===== config.mk =====
export PLATFORM = sky130hd
export DESIGN_NAME = usb_host_interrupt_mask
export DESIGN_NICKNAME = d
export VERILOG_FILES = /design/src/common/irq_mask_pkg.sv /design/src/common/irq_flag_if.sv /design/src/core/irq_event_store.sv /design/src/core/usb_host_interrupt_mask.sv
export SDC_FILE = /design/constraint.sdc
export NUM_CORES = 1
export LEC_CHECK = 0
export BUFFER_PORTS_ARGS = -buffer_cell sky130_fd_sc_hd__buf_4
export CORE_MARGIN = 2
export CORE_UTILIZATION = 43
export DETAILED_ROUTE_END_ITERATION = 8
export PLACE_DENSITY = 0.84
export RECOVER_POWER = 100
export SYNTH_ARGS = -nofsm -noshare
export SYNTH_HDL_FRONTEND = slang
export SYNTH_SLANG_ARGS = --single-unit
export TNS_END_PERCENT = 50

===== constraint.sdc =====
create_clock -name core_clk -period 2.2 [get_ports core_clk]
set_input_delay 0 -clock core_clk [delete_from_list [all_inputs] [get_ports core_clk]]
set_output_delay 0 -clock core_clk [all_outputs]
set_load 0.02 [all_outputs]

===== src/common/irq_mask_pkg.sv =====
// Overview of operation
// - Interrupt needs flag, enable bit and master gate.
// - Set-style write sets enables where data is one.
// - Set-style read returns shared mask with master gate.
// - Clear-style write clears enables where data is one.
// - Clear-style read returns the same shared mask.
// - Command codes 04/84 set-style, 05/85 clear-style.
// - Bit 31 one via set-style enables master gate.
// - Bit 31 one via clear-style blocks all interrupts.
// - Enables at bits 6,5,4,3,2,0 match event flags.
// - Bits 1, 7 and 8 to 30 reserved.
// - Hardware or software reset leaves everything cleared.
// - Device sets event flags, never clears them itself.
package irq_mask_pkg;

   // Width of the register data path.
   localparam int DATA_W = 32;
   // Width of a command code on the register port.
   localparam int CMD_W = 8;

   // Command codes of the event status register.
   localparam logic [CMD_W-1:0] CMD_EVENT_RD = 8'h03;
   localparam logic [CMD_W-1:0] CMD_EVENT_WR = 8'h83;
   // Command codes of the set-style mask register.
   localparam logic [CMD_W-1:0] CMD_MASK_SET_RD = 8'h04;
   localparam logic [CMD_W-1:0] CMD_MASK_SET_WR = 8'h84;
   // Command codes of the clear-style mask register.
   localparam logic [CMD_W-1:0] CMD_MASK_CLR_RD = 8'h05;
   localparam logic [CMD_W-1:0] CMD_MASK_CLR_WR = 8'h85;

   // Bit positions of the master gate and the per-event fields.
   localparam int MASTER_IRQ_GATE_BIT = 31;
   localparam int HUB_CHANGE_BIT = 6;
   localparam int FRAME_WRAP_BIT = 5;
   localparam int FATAL_ERROR_BIT = 4;
   localparam int RESUME_DETECT_BIT = 3;
   localparam int FRAME_BEGIN_BIT = 2;
   localparam int OVERRUN_BIT = 0;

   // Bits of the event register that hold a flag.
   localparam logic [DATA_W-1:0] EVENT_VALID = 32'h0000007D;
   // Bits of the shared mask that hold an enable or the master gate.
   localparam logic [DATA_W-1:0] MASK_VALID = 32'h8000007D;
   // Reset value of both the mask and the event flags.
   localparam logic [DATA_W-1:0] REG_RESET = 32'h00000000;
   // Value returned for reads of unmapped codes.
   localparam logic [DATA_W-1:0] READ_NONE = 32'h00000000;

endpackage : irq_mask_pkg


===== src/common/irq_flag_if.sv =====
`timescale 1ns/1ps
`default_nettype none
// Carries set and clear requests to the event flag store and its contents
// back to the register logic.
interface irq_flag_if;
   // Bits to set this cycle, one per event.
   logic [irq_mask_pkg::DATA_W-1:0] set_vec;
   // Bits to clear this cycle, requested by software.
   logic [irq_mask_pkg::DATA_W-1:0] clr_vec;
   // Synchronous software reset of all flags.
   logic soft_clr;
   // Clock enable; all state holds while it is low.
   logic ce;
   // Present flag contents.
   logic [irq_mask_pkg::DATA_W-1:0] flags;

   // The register logic drives requests and reads flags.
   modport owner (output set_vec, output clr_vec, output soft_clr,
                  output ce, input flags);
   // The store takes requests and shows its flags.
   modport store (input set_vec, input clr_vec, input soft_clr,
                  input ce, output flags);
endinterface : irq_flag_if
`default_nettype wire


===== src/core/irq_event_store.sv =====
`timescale 1ns/1ps
`default_nettype none
// Sticky event flags; hardware sets them, only software clears them.
module irq_event_store
(
   // Clock and reset.
   input wire logic core_clk,
   input wire logic rstn,
   // Requests from the register logic and flag contents.
   irq_flag_if.store fl
);

   // Flag contents.
   logic [irq_mask_pkg::DATA_W-1:0] flags;
   // Next value of each flag.
   logic [irq_mask_pkg::DATA_W-1:0] next_flags;

   // Each flag bit is computed alike; a set in the clearing cycle wins.
   genvar i;
   generate
      for (i = 0; i < irq_mask_pkg::DATA_W; i = i + 1)
      begin : g_flag
         // Reserved positions never hold a flag.
         assign next_flags[i] = irq_mask_pkg::EVENT_VALID[i]
            & (fl.set_vec[i] | (flags[i] & ~fl.clr_vec[i]));
      end
   endgenerate

   // Flag register, frozen while the clock enable is low.
   always_ff @(posedge core_clk or negedge rstn)
   begin
      if (!rstn)
      begin
         flags <= irq_mask_pkg::REG_RESET;
      end
      else if (fl.ce)
      begin
         // Software reset clears the flags.
         if (fl.soft_clr)
         begin
            flags <= irq_mask_pkg::REG_RESET;
         end
         else
         begin
            flags <= next_flags;
         end
      end
   end

   assign fl.flags = flags;

endmodule : irq_event_store
`default_nettype wire


===== src/core/usb_host_interrupt_mask.sv =====
`timescale 1ns/1ps
`default_nettype none
// Interrupt mask block of the host controller.  Software reaches the event
// register and the shared mask through command codes on a plain register
// port.  The mask is written through a set-style and a clear-style code
// and both read back the same value.  The interrupt request is the OR of
// flags that are both enabled and let through by the master gate.
module usb_host_interrupt_mask
#(
   // Width of the data path.
   parameter int DATA_W = irq_mask_pkg::DATA_W,
   // Width of a command code.
   parameter int CMD_W = irq_mask_pkg::CMD_W
)
(
   // Clock, reset and clock enable.
   input wire logic core_clk,
   input wire logic rstn,
   input wire logic ce,
   // Software reset request from the controller, one cycle.
   input wire logic soft_reset,
   // Event pulses, one per event field position.
   input wire logic [DATA_W-1:0] event_in,
   // Register port.
   input wire logic [CMD_W-1:0] reg_addr,
   input wire logic [DATA_W-1:0] reg_wdata,
   input wire logic reg_wr,
   input wire logic reg_rd,
   output logic [DATA_W-1:0] reg_rdata,
   // Interrupt request to the host bus, active high level.
   output logic irq
);

   // Link to the event flag store.
   irq_flag_if fl ();

   // Shared mask of enables and the master gate.
   logic [DATA_W-1:0] irq_mask;
   // Next value of the shared mask.
   logic [DATA_W-1:0] next_irq_mask;
   // Next read data value.
   logic [DATA_W-1:0] next_rdata;
   // Next interrupt request level.
   logic next_irq;

   // Decoded write commands.
   wire wr_event = reg_wr && (reg_addr == irq_mask_pkg::CMD_EVENT_WR);
   wire wr_set = reg_wr && (reg_addr == irq_mask_pkg::CMD_MASK_SET_WR);
   wire wr_clr = reg_wr && (reg_addr == irq_mask_pkg::CMD_MASK_CLR_WR);

   // Decoded read commands.
   wire rd_event = reg_rd && (reg_addr == irq_mask_pkg::CMD_EVENT_RD);
   wire rd_set = reg_rd && (reg_addr == irq_mask_pkg::CMD_MASK_SET_RD);
   wire rd_clr = reg_rd && (reg_addr == irq_mask_pkg::CMD_MASK_CLR_RD);

   // Bits that a set-style write sets.
   wire [DATA_W-1:0] set_bits = wr_set ? reg_wdata : irq_mask_pkg::REG_RESET;
   // Bits that a clear-style write clears.
   wire [DATA_W-1:0] clr_bits = wr_clr ? reg_wdata : irq_mask_pkg::REG_RESET;

   // Per-bit mask update; zero data bits leave the enable unchanged and
   // reserved positions stay zero.
   genvar i;
   generate
      for (i = 0; i < DATA_W; i = i + 1)
      begin : g_mask
         assign next_irq_mask[i] = irq_mask_pkg::MASK_VALID[i]
            & (set_bits[i] | (irq_mask[i] & ~clr_bits[i]));
      end
   endgenerate

   // Event pulses set flags at valid positions only.
   assign fl.set_vec = event_in & irq_mask_pkg::EVENT_VALID;
   // Software clears flags by writing ones, and a status read clears the
   // flags it returned; a new event in the same cycle still wins.
   assign fl.clr_vec = (wr_event ? reg_wdata : irq_mask_pkg::REG_RESET)
      | (rd_event ? fl.flags : irq_mask_pkg::REG_RESET);
   // Software reset also clears the flags.
   assign fl.soft_clr = soft_reset;
   // The store freezes with the rest of the block.
   assign fl.ce = ce;

   // Read data selection; both mask codes return the same shared mask and
   // unmapped codes return zero.
   assign next_rdata = rd_event ? fl.flags
      : (rd_set || rd_clr) ? irq_mask
      : irq_mask_pkg::READ_NONE;

   // Interrupt needs an enabled flag and the master gate.
   assign next_irq = irq_mask[irq_mask_pkg::MASTER_IRQ_GATE_BIT]
      && ((fl.flags & irq_mask & irq_mask_pkg::EVENT_VALID)
         != irq_mask_pkg::REG_RESET);

   // Event flag store.
   irq_event_store u_store
   (
      .core_clk (core_clk),
      .rstn (rstn),
      .fl (fl.store)
   );

   // Shared mask register; software reset returns it to the blocking state.
   always_ff @(posedge core_clk or negedge rstn)
   begin
      if (!rstn)
      begin
         irq_mask <= irq_mask_pkg::REG_RESET;
      end
      else if (ce)
      begin
         if (soft_reset)
         begin
            irq_mask <= irq_mask_pkg::REG_RESET;
         end
         else
         begin
            irq_mask <= next_irq_mask;
         end
      end
   end

   // Read data register; data stand only in the cycle after the read.
   always_ff @(posedge core_clk or negedge rstn)
   begin
      if (!rstn)
      begin
         reg_rdata <= irq_mask_pkg::READ_NONE;
      end
      else if (ce)
      begin
         reg_rdata <= next_rdata;
      end
   end

   // Interrupt request register, refreshed every enabled clock.
   always_ff @(posedge core_clk or negedge rstn)
   begin
      if (!rstn)
      begin
         irq <= 1'b0;
      end
      else if (ce)
      begin
         // Software reset drops the request along with the mask.
         if (soft_reset)
         begin
            irq <= 1'b0;
         end
         else
         begin
            irq <= next_irq;
         end
      end
   end

endmodule : usb_host_interrupt_mask
`default_nettype wire


==> flow_metrics.tcl, run 1 <==
set metrics [dict create \
    required_ns 2.40 \
    die-area_sq_um 3830 \
    clock_skew_ns 0.00272 \
    cts_resized 0 \
    gp_congestion 0.770 \
    fmax_ghz 0.772 \
    timing.max_cap.violations 0 \
    cp.arrival_ns 1.50 \
    drt-total-wl_um 3080 \
    synth_warnings 0 \
    grt_overflow 0 \
    hold_start "reg_addr[6]" \
    multi_input_area_sq_um 743 \
    yosys_register_bits 21 \
    end_kind "flop" \
    cts.sinks 21 \
    finalMaxSlewViolations 0 \
    cp-start-kind "input port" \
    diodes 0 \
    seq_area_frac_synth_pct 36.5 \
    wire_per_inst_um 12.0 \
    grt_pass1_wl_um 4800 \
    drt-initial-drc-count 29 \
    grt_antenna_before_repair 0 \
    outcome "completed" \
    layout-drive-gt1-share_pct 13.3 \
    min_period_ns 1.30 \
    clock_path_buffers 2 \
    ios 111 \
    rsz0062_at_grt "false" \
    dp.cells 244 \
    vias_per_cell 4.96 \
    cts_hold_buf 8 \
    crit_start "soft_reset" \
    slew_headroom_pct 27.2 \
    fin_cells 256 \
    tns_ns 0 \
    critPathMaxFanout 13 \
    cts-root-buf "clkbuf_4" \
    initial_core_util_pct 43.9 \
    synthCells 174 \
    die_y_um 61.9 \
    synth_cell_types 26 \
    worst_pin_slew_ns 1.09 \
    rows 21 \
    p_per_area_nw_per_um2 460 \
    cts_tree "built" \
    cts_buffers 3 \
    min_period_over_period_pct 58.9 \
    syn-cell-area_sq_um 1440 \
    htreeDepth 1 \
    core-area_sq_um 3280 \
    ant_nets 0 \
    dominantRegCellSynth "dfrtp_1" \
    drc 0 \
    grt_usage_pct 16.9 \
    syn_to_final_growth_pct 16.4 \
    register_area_sq_um 526 \
    dieWidth_um 61.9 \
    hold_viol_final 0 \
    hold_class "input port to flop" \
    drt_first_pass_iters 4 \
    crit_type "input port to flop" \
    nets 289 \
    p_leak_nw 0.762 \
    insertion_delay_ns 0.32 \
    vias 1270 \
    dp_hpwl_um 2250 \
    synth_edf_count 0 \
    ir_worst_vdd_mv 0.141 \
    clk_pin_slew_ns 0.12 \
    grt_pass1_vias 1108 \
    finalSetupViolations 0 \
    synth_area_per_cell_sq_um 8.28 \
    grt_max_degree 22 \
    port_buffers 34 \
    fillCellCount 327 \
    async_flop_share_pct 100 \
    reg2reg_from "irq_mask[3]" \
    postCtsSetupRepairBufs 0 \
]
[report_power, final]
group	total (mW)	switching [mW]	internal, mW
registers	0.406	0.00665	0.399
clock network	0.192	0.124	0.0682
logic	0.174	0.108	0.0660
[cell type report]
type	count	share of cell area, %
multi-input cells	135	44.3
flip-flops and latches	21	31.3
repair buffers	42	17.5
well taps	46	3.43
inverters	8	1.79
clock buffers	3	1.34
clock inverters	1	0.298
[sequential cells by signal, indices dropped and copies added, names as in the netlist]
signal	cells
reg_rdata	7
u_store.fl.flags	6
irq_mask	7
irq	1
[stage by stage]
step           area (sq um)  hold slack (ns)  power (mW)  utilization (%)  setup WS [ns]
6_report               1680           0.0108       0.772             51.1          0.904
5_1_grt                1680           0.0137       0.809             51.1          0.785
4_1_cts                1720           0.0145       0.770             52.3           1.13
3_5_place_dp           1610           -0.104       0.576             49.1          0.904
3_3_place_gp           1610           -0.107       0.574             49.1          0.929
2_1_floorplan          1530           -0.296       0.548                -           1.27
[critical path: stages]
cell           delay [ns]
dlygate4sd3_1        0.54
clkbuf_1             0.35
nand2_1              0.37
nand2_1              0.17
a21oi_1              0.07
[final timing paths]
kind | endpoint | slack (ns) | cells past startpoint
min reg2reg | reg_rdata[2] | 0.51 | 2
max reg2reg | irq | 1.15 | 3
max | irq_mask[2] | 0.90 | 5
min | irq_mask[4] | 0.01 | 4
min in group asynchronous | reg_rdata[6] | 0.39 | 2
max in group asynchronous | irq_mask[2] | 1.16 | 2
[layout by cell type (no fill, tap or decap), types with 7 or more instances in the layout]
cell type      synthesis  final
dlygate4sd3_1          0      8
nand2_1               38     38
dfrtp_1               21     21
clkbuf_1               4     11
inv_1                  8      8
nor4_1                 7      7
nand4_1                8      8
nor2b_1                7      7
buf_4                 27     23
a21oi_1                7      7
conb_1                 1     25
and3_1                 7      7
[cells in the mapped netlist (3+ instances only)]
library cell,instances,area (sq um)
a22oi_1,3,22.5
nor2b_1,7,43.8
nand2b_1,6,37.5
o311a_1,6,60.1
inv_1,8,30.0
o21ai_0,4,20.0
nand4_1,8,50.1
o221ai_1,6,52.6
nor4_1,7,43.8
and3_1,7,43.8
clkbuf_1,4,15.0
a21oi_1,7,35.0
dfrtp_1,21,526
buf_4,27,203
nand2_1,38,143
buf_2,3,15.0
[logic make-up (layout without fill, tap and decap cells)]
group                  count (synthesis)  after routing  share of synthesized area (%)
and+or+nand+nor                       80             80                           30.1
buffers and inverters                 42             54                           18.2
AOI/OAI and AO/OA                     30             30                           14.9
DFF                                   21             21                           36.5
other                                  1             25                          0.260
[layer usage]
| layer | up-vias | GRT usage (%) | routed length, um |
|---|---|---|---|
| li1 | 640 | - | - |
| met1 | 559 | 22.3 | 1310 |
| met2 | 64 | 27.4 | 1490 |
| met3 | 7 | 1.45 | 220 |
| met4 | 0 | 9.42 | 65 |
| met5 | - | 0 | 0 |
No activity file was read; power rests on OpenSTA's default activity.
==> run 2: changes to the inputs <==
Settings changed: ABC_AREA set to 1, CORE_UTILIZATION 43 to 40, PLACE_DENSITY 0.84 to 0.78.
Clock period 2.2 ns to 1.3 ns, I/O delays scaled along.
==> flow_metrics.tcl, run 2 <==
set metrics [dict create \
    p_per_area_nw_per_um2 760 \
    ant_nets 0 \
    ys_top_cells_by_count "nand2_1 (91), nand3_1 (31), buf_4 (26)" \
    gp_congestion 0.809 \
    grt_overflow 0 \
    drt_first_pass_iters 4 \
    dominantRegCellSynth "dfrtp_1" \
    insertion_delay_ns 0.31 \
    timing.max_cap.violations 0 \
    core-area_sq_um 3420 \
    finalSetupViolations 0 \
    cts_buffers 3 \
    yosys.cell_count.top_type "nand2_1" \
    clk_pin_slew_ns 0.12 \
    synth_cell_types 16 \
    cts.sinks 21 \
    grt_usage_pct 17.6 \
    worst_path_max_delay_cell "dlygate4sd3_1" \
    ir_worst_vdd_mv 0.518 \
    seq_area_frac_synth_pct 36.2 \
    hold_end "reg_rdata[31]" \
    slew_headroom_pct 36.0 \
    reg.largest.list "irq_mask: 7 flops, reg_rdata: 7 flops, u_store.fl.flags: 6 flops" \
    layout_common_cells "nand2_1 (91), nand3_1 (31), buf_4 (28), conb_1 (25), dfrtp_1 (21)" \
    place_area_sq_um 1700 \
    layout-drive-gt1-share_pct 15.6 \
    cts_tree "built" \
    drt-total-wl_um 3360 \
    worst_pin_slew_ns 0.957 \
    finalMaxSlewViolations 0 \
    dp.cells 302 \
    hold_viol_final 0 \
    critPathMaxFanout 12 \
    fin_cells 315 \
    synth_area_leaders "dfrtp_1 (36%), nand2_1 (24%), buf_4 (13%)" \
    hold_start "reg_addr[7]" \
    min_period_over_period_pct 83.7 \
    htreeDepth 1 \
    hold_depth 4 \
    cts-root-buf "clkbuf_4" \
    yosys_register_bits 21 \
    grt_pass1_vias 1266 \
    synth_area_per_cell_sq_um 6.51 \
    synth_warnings 0 \
    async_flop_share_pct 100 \
    critical_path.max_stage_delay_ns 0.52 \
    syn-cell-area_sq_um 1450 \
    dp_hpwl_um 2300 \
    required_ns 1.51 \
    crit_type "input port to flop" \
    synthCells 223 \
    cts_resized 0 \
    outcome "completed" \
    grt_antenna_before_repair 0 \
    synth_top_cell_area_share_pct 36.2 \
    fmax_ghz 0.919 \
    die-area_sq_um 4130 \
    rr_endpoint "irq" \
    clock_skew_ns 0.00432 \
    clock_path_buffers 2 \
    drt-initial-drc-count 86 \
    rsz0062_at_grt "false" \
    min_period_ns 1.09 \
    path_cells "dlygate4sd3_1, clkbuf_4, nand3_1, nor2_1, buf_12, nor2_1, nand2_1, nand2_1, nand2_1, nand2_1" \
    cpMostUsedCell "nand2_1" \
    initial_core_util_pct 42.5 \
    nets 348 \
    r2r_cells 4 \
    synth_area_leader_cell "dfrtp_1" \
    vias_per_cell 4.46 \
    rows 21 \
    top_layer_used "met4" \
    synth_edf_count 0 \
    grt_max_degree 22 \
    wire_per_inst_um 10.7 \
    rrSetupSlack_ns 0.35 \
    grt_pass1_wl_um 5700 \
    drt-met1-wl_um 1410 \
    vias 1404 \
    syn_to_final_growth_pct 22.5 \
    ios 111 \
    wl_met3_um 326 \
    wl_met2_um 1590 \
    end_kind "flop" \
    cp-start-kind "input port" \
    drc 0 \
    hold_class "input port to flop" \
    die_y_um 64.3 \
    cp.arrival_ns 1.30 \
    final_common_cell "nand2_1" \
    tns_ns 0 \
    port_buffers 34 \
    reg2reg_from "u_store.fl.flags[6]" \
    dieWidth_um 64.3 \
    stdcell_area_sq_um 1780 \
    p_leak_nw 0.987 \
    diodes 0 \
]
run 2: cell types whose count changed after synthesis, moves of 5 or more:
cell / before / now
nand4_1: 8 / 0
nand2b_1: 6 / 0
nand2_1: 38 / 91
o311a_1: 6 / 0
o221ai_1: 6 / 0
and3_1: 7 / 0
a21oi_1: 7 / 0
inv_1: 8 / 19
nor2_1: 0 / 12
nor4_1: 7 / 0
nand3_1: 0 / 31
o21ai_1: 2 / 7
nor2b_1: 7 / 0
run 2: cells by family (layout without fill, tap and decap cells):
| kind of cell | count (synthesis) | after routing | share of synthesized area (%) |
|---|---|---|---|
| and+or+nand+nor | 139 | 139 | 39.6 |
| AOI/OAI and AO/OA | 8 | 8 | 2.93 |
| DFF | 21 | 21 | 36.2 |
| other | 1 | 25 | 0.258 |
| buffers and inverters | 54 | 76 | 21.0 |
run 2: power breakdown:
group	switching [mW]	internal (mW)	leakage [nW]	total, mW
logic	0.199	0.115	0.692	0.314
clock network	0.213	0.115	0.0177	0.328
registers	0.0257	0.684	0.277	0.710
total	0.438	0.914	0.987	1.35
run 2: layer usage:
| metal | global-route usage, % | vias to the layer above |
|---|---|---|
| met1 | 22.1 | 618 |
| met2 | 30.3 | 58 |
| met3 | 3.87 | 2 |
| li1 | - | 726 |
| met5 | 0 | - |
| met4 | 4.52 | 0 |
run 2: metrics by stage:
stage	setup slack, ns	total power, mW	util, %	hold WS (ns)
final	0.212	1.35	52.1	0.00184
after floorplan	0.479	0.951	-	-0.296
after global routing	0.108	1.44	52.1	-0.000354
after detailed placement	0.190	1.03	49.7	-0.100
after global placement	0.208	1.03	49.7	-0.101
after CTS	0.0663	1.38	53.5	0.00246
run 2: repair_timing:
item	CTS	global route
buffers inserted	0	0
endpoints found under the setup margin	0	1
hold buffers	10	0
endpoints found under the hold margin	29	0
run 2: area by class of cell:
| class | instances | area, sq um |
|---|---|---|
| Multi-Input combinational cell | 172 | 712 |
| Tap cell | 46 | 57.6 |
| Clock buffer | 3 | 22.5 |
| Inverter | 23 | 86.3 |
| Fill cell | 370 | 1640 |
| Timing Repair Buffer | 49 | 370 |
| Clock inverter | 1 | 5.00 |
| Sequential cell | 21 | 526 |
run 2: how the worst max path moves through the flow:
stage	endpoint	cells after the start	slack, ns	start
2_1_floorplan	u_store.fl.flags[0]	9	0.48	reg_addr[6]
3_3_place_gp	irq_mask[3]	4	0.21	soft_reset
3_5_place_dp	irq_mask[2]	4	0.19	soft_reset
4_1_cts	reg_rdata[31]	5	0.07	reg_rd
5_1_grt	u_store.fl.flags[3]	10	0.11	reg_rd
6_report	u_store.fl.flags[4]	10	0.21	reg_rd
run 2: worst max-delay path, delay by kind of cell:
family        cells  cell delay (ns)
simple gates      7             0.49
buf+inv           3             0.81
==> run 3: changes to the inputs <==
Clock period 1.3 ns to 1.1 ns, I/O delays scaled along.
==> flow_metrics.tcl, run 3 (synthesis results as in run 2) <==
set metrics [dict create \
    slew_headroom_pct 64.1 \
    drc 0 \
    ir_worst_vdd_mv 0.362 \
    postCtsSetupRepairBufs 0 \
    die-area_sq_um 4130 \
    reg.largest.list "irq_mask: 7 flops, reg_rdata: 7 flops, u_store.fl.flags: 6 flops" \
    port_buffers 34 \
    hold_class "input port to flop" \
    fin_ws_ns 0.148 \
    cp.arrival_ns 1.15 \
    finalMaxSlewViolations 0 \
    outcome "completed" \
    grt_max_degree 22 \
    gp_congestion 0.815 \
    required_ns 1.30 \
    cts_tree "built" \
    dp_slack_ns -0.00498 \
    critPathMaxFanout 4 \
    rsz0062_at_grt "false" \
    timing.max_cap.violations 0 \
    wire_per_inst_um 10.9 \
    drt_first_pass_iters 4 \
    grt_antenna_before_repair 0 \
    clock_skew_ns 0.00201 \
    cp-start-kind "flop" \
    die_y_um 64.3 \
    p_leak_nw 1.02 \
    insertion_delay_ns 0.30 \
    diodes 0 \
    dieWidth_um 64.3 \
    grt_usage_pct 17.9 \
    ios 111 \
    cts-root-buf "clkbuf_4" \
    grt_pass1_wl_um 5880 \
    vias_per_cell 4.51 \
    grt_overflow 0 \
    layout_common_cells "nand2_1 (91), nand3_1 (27), buf_4 (27), conb_1 (25), dfrtp_1 (21)" \
    crit_type "flop to flop" \
    ant_nets 0 \
    dp_hpwl_um 2400 \
    fmax_ghz 1.05 \
    worst_pin_slew_ns 0.538 \
    cts.sinks 21 \
    nets 350 \
    p_per_area_nw_per_um2 859 \
    finalSetupViolations 0 \
    final_common_cell "nand2_1" \
    drt-initial-drc-count 124 \
    rows 21 \
    drt-met1-wl_um 1460 \
    layout-drive-gt1-share_pct 17.7 \
    end_kind "flop" \
    drt-total-wl_um 3450 \
    clock_path_buffers 2 \
    cts_buffers 3 \
    grt_pass1_vias 1303 \
    vias 1431 \
    hold_viol_final 0 \
    clk_pin_slew_ns 0.12 \
    wl_met3_um 294 \
    core-area_sq_um 3420 \
    htreeDepth 1 \
    initial_core_util_pct 42.5 \
    wl_met2_um 1700 \
    utilization_pct 54.3 \
    min_period_over_period_pct 86.5 \
    top_layer_used "met3" \
    min_period_ns 0.952 \
    syn_to_final_growth_pct 27.7 \
]
[run 3: cell type report]
type / instances / area (sq um)
tap: 46 / 57.6
clock inverter: 1 / 5.00
sequential: 21 / 526
fill: 360 / 1560
multi-input combinational: 172 / 742
inverter: 23 / 86.3
timing repair buffer: 51 / 417
clock buffer: 3 / 22.5
[run 3: final timing paths]
path | start | end | slack [ns] | depth (start not counted)
worst max-delay path | irq_mask[3] | irq | 0.15 | 4
worst min-delay path | reg_wdata[31] | irq_mask[31] | 0.02 | 5
worst max register to register | irq_mask[3] | irq | 0.15 | 4
worst min register to register | reg_rdata[2] | reg_rdata[2] | 0.50 | 2
max in group asynchronous | rstn | reg_rdata[6] | 0.54 | 2
min in group asynchronous | rstn | irq | 0.20 | 2
[run 3: critical path, cell delays in order (launching register included)]
cell	delay, ns
dfrtp_1	0.43
nand2_1	0.09
nand3_1	0.08
o21ai_0	0.19
nand2_1	0.06
[run 3: routing by layer]
layer	vias to the layer above	global-route usage, %
li1	736	-
met1	633	23.7
met2	62	31.0
met3	0	3.35
met4	0	2.66
met5	-	0
[run 3: report_power, final]
group | leakage [nW] | switching, mW | internal [mW]
sequential | 0.277 | 0.0293 | 0.809
clock | 0.0177 | 0.238 | 0.135
combinational | 0.721 | 0.242 | 0.140
total | 1.02 | 0.510 | 1.08
[run 3: repair_timing]
item,CTS,global route
gates resized for setup,0,6
endpoints found under the setup margin,0,11
hold buffers,9,1
endpoints found under the hold margin,29,1
[run 3: per-stage QoR]
stage / instances / setup TNS [ns] / hold WS, ns / cell area (sq um) / power (mW)
after floorplan: 247 / 0 / -0.296 / 1540 / 1.12
after global placement: 303 / 0 / -0.101 / 1720 / 1.22
after detailed placement: 303 / -0.00671 / -0.0999 / 1720 / 1.22
after CTS: 316 / 0 / 0.00821 / 1840 / 1.63
after global routing: 317 / 0 / 0.0381 / 1860 / 1.69
final: 317 / 0 / 0.0247 / 1860 / 1.59
